==> config.mk <==
export PLATFORM = sky130hd
export DESIGN_NAME = mmtc_top
export DESIGN_NICKNAME = d
export VERILOG_FILES = /design/src/hdl/mmtc_pkg.sv /design/src/hdl/mmtc_fall_det.sv /design/src/hdl/mmtc_ext_timer.sv /design/src/hdl/mmtc_top.sv
export SDC_FILE = /design/constraint.sdc
export NUM_CORES = 1
export LEC_CHECK = 0
export ABC_CLOCK_PERIOD_IN_PS = 8950
export BUFFER_PORTS_ARGS = -buffer_cell sky130_fd_sc_hd__buf_2
export CAP_MARGIN = 0
export CORE_ASPECT_RATIO = 0.5
export CORE_UTILIZATION = 55
export DETAILED_ROUTE_END_ITERATION = 12
export GPL_TIMING_DRIVEN = 0
export PLACE_DENSITY = 0.81
export SETUP_SLACK_MARGIN = 0.4
export SYNTH_ARGS = -nofsm -noshare
export SYNTH_HDL_FRONTEND = slang
export SYNTH_SLANG_ARGS = --single-unit
==> constraint.sdc <==
create_clock -name clk -period 8.95 [get_ports clk]
set_input_delay 0.895 -clock clk [delete_from_list [all_inputs] [get_ports clk]]
set_output_delay 0.895 -clock clk [all_outputs]
set_load 0.03 [all_outputs]
==> src/hdl/mmtc_pkg.sv <==
// ==========================================================================
// Package for the multi-mode timer/counter group.
// Holds divider figures, mode encodings, control structs and constants.
// Assumes a single 100 MHz clock and synchronous pin inputs.
package mmtc_pkg;

  // ========================================================================
  // Timing.
  // One machine cycle is two clocks; the peripheral clock runs at that rate.
  localparam logic       MC_LAST    = 1'b1;
  localparam logic       MC_FIRST   = 1'b0;

  // ========================================================================
  // Counts and widths.
  localparam int         N_LT       = 2;
  localparam int         N_ET       = 3;
  localparam int         N_PIN      = 5;
  localparam int         N_FALL     = 8;
  localparam int         ET_BASE    = 2;
  localparam logic [4:0] PRE_MAX    = 5'h1F;
  localparam logic [4:0] PRE_ZERO   = 5'h00;
  localparam logic [7:0] BYTE_MAX   = 8'hFF;
  localparam logic [7:0] BYTE_ONE   = 8'h01;
  localparam logic [15:0] WORD_MAX  = 16'hFFFF;
  localparam logic [15:0] WORD_ONE  = 16'h0001;
  localparam logic [15:0] WORD_ZERO = 16'h0000;
  localparam logic       PIN_IDLE   = 1'b1;

  // ========================================================================
  // Modes of timers 0 and 1, in the order 0, 1, 2, 3, 6.
  typedef enum logic [2:0] {
    MMTC_LT_M13, MMTC_LT_M16, MMTC_LT_M8AR, MMTC_LT_SPLIT, MMTC_LT_PWM
  } mmtc_lt_mode_t;

  // Modes of timers 2, 3 and 4, in the order 0, 1, 2.
  typedef enum logic [1:0] {
    MMTC_ET_RELOAD, MMTC_ET_CAPTURE, MMTC_ET_PWM
  } mmtc_et_mode_t;

  // ========================================================================
  // Control groups.
  typedef struct packed {
    logic          run;
    logic          cnt_sel;
    logic          tog_en;
    mmtc_lt_mode_t mode;
  } mmtc_lt_ctl_t;

  typedef struct packed {
    logic          run;
    logic          cnt_sel;
    logic          tog_en;
    logic          trig_en;
    mmtc_et_mode_t mode;
  } mmtc_et_ctl_t;

endpackage

==> src/hdl/mmtc_fall_det.sv <==
// ==========================================================================
// Falling-edge detector for a group of pins, sampled once per tick.
// Assumes the pins are already synchronous to clk.
`timescale 1ns/1ns

module mmtc_fall_det #(
  parameter int W = 1
) (
  input  logic         clk,
  input  logic         resetn,
  input  logic         sample_en,
  input  logic [W-1:0] pin,
  output logic [W-1:0] fall_r
);

  logic [W-1:0] prev_r;
  logic [W-1:0] prev_nxt;
  logic [W-1:0] fall_nxt;

  // ========================================================================
  // Sampling.
  // falling edge detect
  // The previous sample starts high, so a pin held low at reset gives a fall at the first sample.
  always_comb begin
    prev_nxt = sample_en ? pin : prev_r;
    fall_nxt = sample_en ? (prev_r & ~pin) : '0;
  end

  always_ff @(posedge clk or negedge resetn) begin
    if (!resetn) begin
      prev_r <= '1;
      fall_r <= '0;
    end else begin
      prev_r <= prev_nxt;
      fall_r <= fall_nxt;
    end
  end

endmodule

==> src/hdl/mmtc_ext_timer.sv <==
// ==========================================================================
// One 16-bit timer with reload, capture and PWM modes and a trigger input.
// Assumes tick and edge pulses from the parent, each one clock wide.
`timescale 1ns/1ns

module mmtc_ext_timer (
  input  logic                  clk,
  input  logic                  resetn,
  input  mmtc_pkg::mmtc_et_ctl_t ctl,
  input  logic                  pclk_tick,
  input  logic                  cnt_fall,
  input  logic                  trig_fall,
  input  logic                  load,
  input  logic [15:0]           load_val,
  input  logic [15:0]           reload,
  input  logic [15:0]           duty,
  output logic [15:0]           count_r,
  output logic [15:0]           capture_r,
  output logic                  ovf_r,
  output logic                  pin_r
);

  logic        phase_r;
  logic        phase_nxt;
  logic [15:0] count_nxt;
  logic [15:0] capture_nxt;
  logic        ovf_nxt;
  logic        pin_nxt;
  logic        tick;
  logic        trig;

  // ========================================================================
  // Next state.
  always_comb begin
    tick        = ctl.run && (ctl.cnt_sel ? cnt_fall : pclk_tick);
    trig        = ctl.trig_en && trig_fall;
    count_nxt   = count_r;
    capture_nxt = capture_r;
    phase_nxt   = phase_r;
    ovf_nxt     = 1'b0;
    if (load) begin
      count_nxt = load_val;
    end else begin
      case (ctl.mode)
        mmtc_pkg::MMTC_ET_RELOAD: begin
          if (trig) begin
            count_nxt = reload;
          end else if (tick) begin
            ovf_nxt   = (count_r == mmtc_pkg::WORD_MAX);
            count_nxt = ovf_nxt ? reload : count_r + mmtc_pkg::WORD_ONE;
          end
        end
        mmtc_pkg::MMTC_ET_CAPTURE: begin
          if (trig) begin
            capture_nxt = count_r;
          end
          if (tick) begin
            ovf_nxt   = (count_r == mmtc_pkg::WORD_MAX);
            count_nxt = count_r + mmtc_pkg::WORD_ONE;
          end
        end
        // halved-rate PWM
        // Stepping every second tick doubles the period, to 131072 ticks with a reload of 0.
        mmtc_pkg::MMTC_ET_PWM: begin
          if (tick) begin
            phase_nxt = ~phase_r;
            if (phase_r) begin
              ovf_nxt   = (count_r == mmtc_pkg::WORD_MAX);
              count_nxt = ovf_nxt ? reload : count_r + mmtc_pkg::WORD_ONE;
            end
          end
        end
        default: begin
          count_nxt = count_r;
        end
      endcase
    end
    if (!ctl.tog_en) begin
      pin_nxt = mmtc_pkg::PIN_IDLE;
    end else if (ctl.mode == mmtc_pkg::MMTC_ET_PWM) begin
      pin_nxt = (count_nxt < duty);
    end else begin
      pin_nxt = ovf_nxt ? ~pin_r : pin_r;
    end
  end

  always_ff @(posedge clk or negedge resetn) begin
    if (!resetn) begin
      count_r   <= mmtc_pkg::WORD_ZERO;
      capture_r <= mmtc_pkg::WORD_ZERO;
      phase_r   <= 1'b0;
      ovf_r     <= 1'b0;
      pin_r     <= mmtc_pkg::PIN_IDLE;
    end else begin
      count_r   <= count_nxt;
      capture_r <= capture_nxt;
      phase_r   <= phase_nxt;
      ovf_r     <= ovf_nxt;
      pin_r     <= pin_nxt;
    end
  end
endmodule

==> src/hdl/mmtc_top.sv <==
// ==========================================================================
// Five timer/counters: two legacy timers and three 16-bit trigger timers.
// Assumes synchronous pin inputs and control held by a CPU-side register
// file outside this block; loads and flag clears arrive as one-clock pulses.
`timescale 1ns/1ns

// Function
// - Timers 0/1 count every machine cycle
// - Timers 2-4 count every peripheral tick, mode 2 every second tick
// - Counter mode counts sampled falling pin edges
// - Timers 0/1 have modes 0,1,2,3,6
// - Mode 0: 8-bit counter, divide-by-32 prescaler
// - Mode 1: full 16-bit counter
// - Mode 2: 8-bit counter with auto-reload
// - Timer 0 mode 3 splits into two
// - Timer 1 mode 3 halts, baud kept only with timer 0 split
// - Mode 6: PWM with 256-tick period
// - Timers 0/1 toggle count pin on overflow
// - Toggle pin stays high before overflow
// - Timers 2-4 toggle count pin on overflow
// - Trigger pin falling edge reloads or captures
// - Timers 2-4 have modes 0,1,2
// - Mode 0: 16-bit auto-reload, trigger reload
// - Mode 1: 16-bit count, trigger capture
// - Mode 2: 16-bit PWM, long period
module mmtc_top (
  input  logic                   clk,
  input  logic                   resetn,
  input  mmtc_pkg::mmtc_lt_ctl_t lt_ctl       [2],
  input  logic [1:0]             lt_load,
  input  logic [15:0]            lt_load_val  [2],
  input  mmtc_pkg::mmtc_et_ctl_t et_ctl       [3],
  input  logic [2:0]             et_load,
  input  logic [15:0]            et_load_val  [3],
  input  logic [15:0]            et_reload    [3],
  input  logic [15:0]            et_duty      [3],
  input  logic [4:0]             count_pin_in,
  input  logic [2:0]             external_trigger_pin,
  input  logic [4:0]             flag_clr,
  input  logic [4:0]             irq_en,
  output logic [4:0]             count_pin_out_r,
  output logic [4:0]             count_pin_oe_n_r,
  output logic [15:0]            lt_count_r   [2],
  output logic [15:0]            et_count_r   [3],
  output logic [15:0]            et_capture_r [3],
  output logic [4:0]             ovf_flag_r,
  output logic                   irq_r,
  output logic                   baud_tick_r
);

  logic        div_r;
  logic        div_nxt;
  logic        mc_tick;
  logic [7:0]  fall;
  logic [15:0] cnt_nxt  [2];
  logic [1:0]  pin_nxt;
  logic [1:0]  lt_ovf;
  logic [1:0]  lt_tick;
  logic        hi_ovf;
  logic        hi_tick;
  logic [7:0]  tl;
  logic [7:0]  th;
  logic [2:0]  et_ovf;
  logic [2:0]  et_pin;
  logic [4:0]  flag_nxt;
  logic [4:0]  oe_n_nxt;
  logic        irq_nxt;
  logic        baud_nxt;

  // ========================================================================
  // Machine cycle divider.
  // machine cycle tick
  // The peripheral clock shares this tick, which saves a second divider.
  always_comb begin
    mc_tick = (div_r == mmtc_pkg::MC_LAST);
    div_nxt = mc_tick ? mmtc_pkg::MC_FIRST : ~div_r;
  end

  always_ff @(posedge clk or negedge resetn) begin
    if (!resetn) begin
      div_r <= mmtc_pkg::MC_FIRST;
    end else begin
      div_r <= div_nxt;
    end
  end

  // ========================================================================
  // Pin edge detection.
  // one-cycle level hold
  // A pulse shorter than a machine cycle may fall between samples and be lost.
  mmtc_fall_det #(
    .W (mmtc_pkg::N_FALL)
  ) u_fall (
    .clk       (clk),
    .resetn    (resetn),
    .sample_en (mc_tick),
    .pin       ({external_trigger_pin, count_pin_in}),
    .fall_r    (fall)
  );

  // ========================================================================
  // Timers 2, 3 and 4.
  genvar g;
  generate
    for (g = 0; g < mmtc_pkg::N_ET; g++) begin : g_et
      mmtc_ext_timer u_et (
        .clk       (clk),
        .resetn    (resetn),
        .ctl       (et_ctl[g]),
        .pclk_tick (mc_tick),
        .cnt_fall  (fall[g + mmtc_pkg::ET_BASE]),
        .trig_fall (fall[g + mmtc_pkg::N_PIN]),
        .load      (et_load[g]),
        .load_val  (et_load_val[g]),
        .reload    (et_reload[g]),
        .duty      (et_duty[g]),
        .count_r   (et_count_r[g]),
        .capture_r (et_capture_r[g]),
        .ovf_r     (et_ovf[g]),
        .pin_r     (et_pin[g])
      );
    end
  endgenerate

  // ========================================================================
  // Timers 0 and 1: next count, overflow and pin level.
  always_comb begin
    // split high half runs on timer 1's run control
    hi_tick = lt_ctl[1].run && mc_tick;
    hi_ovf  = 1'b0;
    tl      = 8'h00;
    th      = 8'h00;
    for (int i = 0; i < mmtc_pkg::N_LT; i++) begin
      lt_tick[i] = lt_ctl[i].run && (lt_ctl[i].cnt_sel ? fall[i] : mc_tick);
      lt_ovf[i]  = 1'b0;
      cnt_nxt[i] = lt_count_r[i];
      tl         = lt_count_r[i][7:0];
      th         = lt_count_r[i][15:8];
      if (lt_load[i]) begin
        cnt_nxt[i] = lt_load_val[i];
      end else begin
        case (lt_ctl[i].mode)
          mmtc_pkg::MMTC_LT_M13: begin
            if (lt_tick[i]) begin
              if (tl[4:0] == mmtc_pkg::PRE_MAX) begin
                cnt_nxt[i][4:0]  = mmtc_pkg::PRE_ZERO;
                cnt_nxt[i][15:8] = th + mmtc_pkg::BYTE_ONE;
                lt_ovf[i]        = (th == mmtc_pkg::BYTE_MAX);
              end else begin
                cnt_nxt[i][4:0] = tl[4:0] + 5'h01;
              end
            end
          end
          mmtc_pkg::MMTC_LT_M16: begin
            if (lt_tick[i]) begin
              cnt_nxt[i] = lt_count_r[i] + mmtc_pkg::WORD_ONE;
              lt_ovf[i]  = (lt_count_r[i] == mmtc_pkg::WORD_MAX);
            end
          end
          mmtc_pkg::MMTC_LT_M8AR: begin
            if (lt_tick[i]) begin
              lt_ovf[i]       = (tl == mmtc_pkg::BYTE_MAX);
              cnt_nxt[i][7:0] = lt_ovf[i] ? th : tl + mmtc_pkg::BYTE_ONE;
            end
          end
          mmtc_pkg::MMTC_LT_SPLIT: begin
            if (i == 0) begin
              if (lt_tick[i]) begin
                cnt_nxt[i][7:0] = tl + mmtc_pkg::BYTE_ONE;
                lt_ovf[i]       = (tl == mmtc_pkg::BYTE_MAX);
              end
              if (hi_tick) begin
                cnt_nxt[i][15:8] = th + mmtc_pkg::BYTE_ONE;
                hi_ovf           = (th == mmtc_pkg::BYTE_MAX);
              end
            end
          end
          mmtc_pkg::MMTC_LT_PWM: begin
            if (lt_tick[i]) begin
              cnt_nxt[i][7:0] = tl + mmtc_pkg::BYTE_ONE;
              lt_ovf[i]       = (tl == mmtc_pkg::BYTE_MAX);
            end
          end
          default: begin
            cnt_nxt[i] = lt_count_r[i];
          end
        endcase
      end
      if (!lt_ctl[i].tog_en) begin
        pin_nxt[i] = mmtc_pkg::PIN_IDLE;
      end else if (lt_ctl[i].mode == mmtc_pkg::MMTC_LT_PWM) begin
        pin_nxt[i] = (cnt_nxt[i][7:0] < cnt_nxt[i][15:8]);
      end else begin
        pin_nxt[i] = lt_ovf[i] ? ~count_pin_out_r[i] : count_pin_out_r[i];
      end
    end
  end

  // ========================================================================
  // Flags, interrupt, baud tick and pin drive.
  always_comb begin
    flag_nxt = (ovf_flag_r & ~flag_clr) | {et_ovf, lt_ovf[1] | hi_ovf, lt_ovf[0]};
    irq_nxt  = |(flag_nxt & irq_en);
    // baud path kept
    // With timer 1 halted the split high half keeps the baud source alive.
    if (lt_ctl[1].mode == mmtc_pkg::MMTC_LT_SPLIT) begin
      baud_nxt = hi_ovf;
    end else begin
      baud_nxt = lt_ovf[1];
    end
    // Two loops keep every control index inside its own array.
    for (int i = 0; i < mmtc_pkg::N_LT; i++) begin
      oe_n_nxt[i] = ~lt_ctl[i].tog_en;
    end
    for (int j = 0; j < mmtc_pkg::N_ET; j++) begin
      oe_n_nxt[j + mmtc_pkg::ET_BASE] = ~et_ctl[j].tog_en;
    end
  end

  always_ff @(posedge clk or negedge resetn) begin
    if (!resetn) begin
      lt_count_r[0]    <= mmtc_pkg::WORD_ZERO;
      lt_count_r[1]    <= mmtc_pkg::WORD_ZERO;
      count_pin_out_r  <= '1;
      count_pin_oe_n_r <= '1;
      ovf_flag_r       <= '0;
      irq_r            <= 1'b0;
      baud_tick_r      <= 1'b0;
    end else begin
      lt_count_r[0]    <= cnt_nxt[0];
      lt_count_r[1]    <= cnt_nxt[1];
      count_pin_out_r  <= {et_pin, pin_nxt};
      count_pin_oe_n_r <= oe_n_nxt;
      ovf_flag_r       <= flag_nxt;
      irq_r            <= irq_nxt;
      baud_tick_r      <= baud_nxt;
    end
  end
endmodule

==> impl_results.md <==
* Routability Congestion at around 1.1
* Crit Path Category: reg -> reg
* Post-route DRC at 0
* Post-synthesis net count at ~2100
* CTS tree: done
* Met2 track demand over resource at around two thirds
* Yosys Warn Count at 0
* Synth async-reset ratio at 100%
* Synth area leader: dfrtp_1
* Vias in the first global route at between 15000 and 20000
* Fin crit share at between 50% and 60%
* Final Non-Filler Cells at 2568
* Clock sinks at ~170
* Max-cap viol count at 0
* Synth Register Bits at 171
* VDD IR max at between 0.00015 and 0.0002 V
* Placeable Area at between 20000 and 30000 µm²
* First-pass GRT wire length at between 90 and 100 mm
* Die H at approximately 120 µm
* Met1 usage at 55.9%
* GRT Max-Usage Layer: met2
* GRT Util Overall at between 40% and 50%
* Clk slew on worst S/H paths at ~0.070 ns
* Outcome: complete, no violations
* Die X at ~230 µm
* Post-cts sizing count at 0
* Routed wire length at just under 60 mm
* Crit. End Element: register
* PortBufs at 370
* Crit path buf inv count at 2
* Initial DRC count at about 2600
* Final nets at between 2000 and 3000
* Clock Skews at around 0.012 ns
* CP Cell Sequence: ha_1 > and4_1 > buf_2 > nand4_1 > clkbuf_1 > o211ai_1 > a21oi_1 > a211oi_1 > a31oi_1 > ha_1 > a21oi_1 > o21ai_0 > a2111oi_0 > o21ai_0 > o221a_2 > o31ai_1
* Ports at about 380
* Sequential-to-total area share from yosys stat at about 29%
* Final Hold Vio Count at 0
* Post-route setup TNS at 0 ns
* Pre-CTS setup slack at between 4 and 5 ns
* Top_reg_cell synth: dfrtp_1
* H-tree levels at 4
* CTS buffer count at 17
* Routed via count at 17311
* LEAKAGE at between 0.007 and 0.008 µW
* Peak per-stage delay on the critical path at 0.54 ns
* Measured slew at the worst slew-check pin at 1.37 ns
* Design area at 17700 µm²
* Post-CTS Setup Bufs at 0
* Critical path peak fanout at 10
* Mapped Area at about 15000 µm²
* Grt met3 use at around a tenth
* 1st-pass router iterations at 6
* Clock Latency Late Sink at around 0.46 ns
* # setup viols final at 0
* Longest Clk Path Bufs at 2
* Req. time, crit path at ~9.3 ns
* Worst setup margin at between 4 and 5 ns
* Power density over cell area at around 150 nW/µm²
* Area contributors post-synth: dfrtp_1 26%, ha_1 5.8%, mux2_2 5.4%
* Area growth syn-to-layout at 20.2%
* FILL cells at ~2200
* Grt ovf at 0
* Layout cell share with drive strength beyond 1 at 25.7%
* Number of cell rows at 41
* Clock root cell: clkbuf_16
* Syn Area/Cell at roughly 8.1 µm²
* Crit path time final at around 4.7 ns
* Cell family with most CP delay: compound AO/OA/AOI/OAI gates
* Synthesized instance count at ~1800
* EDFF count, synth at 0
* # hold bufs at CTS at 0
* Initial antenna violation count at 5
* Max-slew headroom at 7.86%
* Fmax at about 0.21 GHz
* Placed cell areas at ~17000 µm²
* Max stage delay cell, worst path: dfrtp_1
* Placed cell count at between 2000 and 3000
* Initial Utilization at between 50% and 60%
* Via-per-instance ratio at about 6.7
* Post-route ant nets at 0
* Critical path launch point type: register
* Area share of the largest cell type after synthesis at about 26%
* Cell variety after synth at 94
* Mean routed wirelength per cell at 23.1 µm
* Min-Delay Path Class: in -> async
* Critical path arrival at 5.09 ns
* Largest net degree at the start of global routing at 123
* Unrepaired setup endpoints after global routing: false
* DIE AREA at 27400 µm²
* Pwr Total at between 2000 and 3000 µW
* Hpwl dp at between 40 and 50 mm
* Slew Limit Fails at 0
## kinds of logic after synthesis
kind of cell	after synthesis	share of synthesized area, %
buffers and inverters	225	6.19
XOR/XNOR	51	3.04
flip-flops	171	29.3
AND/OR/NAND/NOR	672	23.9
AO/OA/AOI/OAI	535	24.7
multiplexers	92	6.88
adder cells (fa/ha/maj)	70	5.93
## layout make-up
cell class / count / area, µm² / share of cell area [%]
Antenna cell: 5 / 12.5 / 0.0709
Sequential cell: 171 / 4310 / 24.4
Clock buffer: 18 / 429 / 2.43
Multi-Input combinational cell: 1420 / 9470 / 53.6
Inverter: 90 / 338 / 1.91
Tap cell: 344 / 430 / 2.44
Buffer: 135 / 572 / 3.24
Clock inverter: 14 / 209 / 1.18
Timing Repair Buffer: 371 / 1890 / 10.7
## cell usage after synthesis, drive strengths merged, types with 30 or more instances
master	instances
ha	68
o211ai	30
nor2	131
and3	35
a21oi	108
mux2	71
nor4	32
inv	89
nand4	55
clkbuf	89
buf	46
xnor2	34
nand3	74
a31oi	45
nand2	170
dfrtp	150
o21ai	104
nor3	55
## flip-flops by register name, indices dropped and copies added (netlist names)
name and flops:
g_et.u_et.capture_r 48, g_et.u_et.count_r 48, lt_count_r 32, u_fall.fall_r 8, u_fall.prev_r 8, count_pin_oe_n_r 5, count_pin_out_r 5, ovf_flag_r 5
g_et.u_et.ovf_r 3, g_et.u_et.phase_r 3, g_et.u_et.pin_r 3, baud_tick_r 1, div_r 1, irq_r 1
## path summary, 6_finish.rpt
| check | end | slack (ns) | startpoint | cells after the start |
|---|---|---|---|---|
| setup / recovery | g_et[0].u_et.pin_r | 4.23 | g_et[0].u_et.count_r[0] | 16 |
| hold / removal | g_et[1].u_et.capture_r[10] | 0.34 | resetn | 1 |
| setup reg to reg | g_et[0].u_et.pin_r | 4.23 | g_et[0].u_et.count_r[0] | 16 |
| hold reg to reg | count_pin_out_r[3] | 0.38 | g_et[1].u_et.pin_r | 0 |
| max in group asynchronous | lt_count_r[9] | 7.64 | resetn | 2 |
| min in group clk | count_pin_out_r[3] | 0.38 | g_et[1].u_et.pin_r | 0 |
## report_power, final
group          switching, µW  internal, µW  leakage, µW  total [µW]
Combinational            607           314      0.00553         921
Clock                    360           476     0.000307         835
Sequential              90.9           855      0.00211         946
## worst reg2reg max path, delay by kind of cell, from the launching register on
kind | cells | cell delay (ns)
adder cells (fa/ha/maj) | 2 | 0.74
AO/OA/AOI/OAI | 10 | 2.11
AND/OR/NAND/NOR | 2 | 0.61
flip-flops | 1 | 0.54
buffers and inverters | 2 | 0.65
## per-layer routing
metal | up-vias | part of all wire (%) | routed length, µm
met3 | 232 | 12 | 7180
li1 | 7623 | - | -
met5 | - | 0 | 0
met2 | 1292 | 45 | 26600
met1 | 8164 | 39 | 23100
met4 | 0 | 4.0 | 2380
## stage by stage
stage               hold slack, ns  util (%)
finish                       0.343      68.7
global route                 0.366      68.7
CTS                          0.337      68.7
detailed placement           0.374      66.2
global placement             0.369      66.0
floorplan                    0.360         -
## placed cells by master, fill, tap and decap left out, types with 11 or more instances in the layout
| master | n |
|---|---|
| and3_1 | 34 |
| nor2b_1 | 11 |
| mux2i_1 | 21 |
| a21o_1 | 21 |
| dfstp_2 | 21 |
| xor2_1 | 17 |
| nand3_1 | 73 |
| nor3b_1 | 12 |
| nand4_1 | 53 |
| dfrtp_1 | 150 |
| xnor2_1 | 34 |
| a31oi_1 | 45 |
| and2_1 | 20 |
| buf_2 | 406 |
| a211oi_1 | 19 |
| a21oi_1 | 107 |
| clkbuf_16 | 17 |
| nand2_1 | 170 |
| inv_1 | 89 |
| o31ai_1 | 16 |
| or3_1 | 13 |
| nand2b_1 | 23 |
| o21a_1 | 16 |
| o221ai_1 | 19 |
| nor2_1 | 131 |
| ha_1 | 68 |
| nor3_1 | 52 |
| nor4_1 | 24 |
| mux2_2 | 71 |
| and4_1 | 11 |
| o211ai_1 | 30 |
| o22ai_1 | 23 |
| o21ai_0 | 99 |
| clkbuf_1 | 90 |
(Power assumes the default switching activity.)
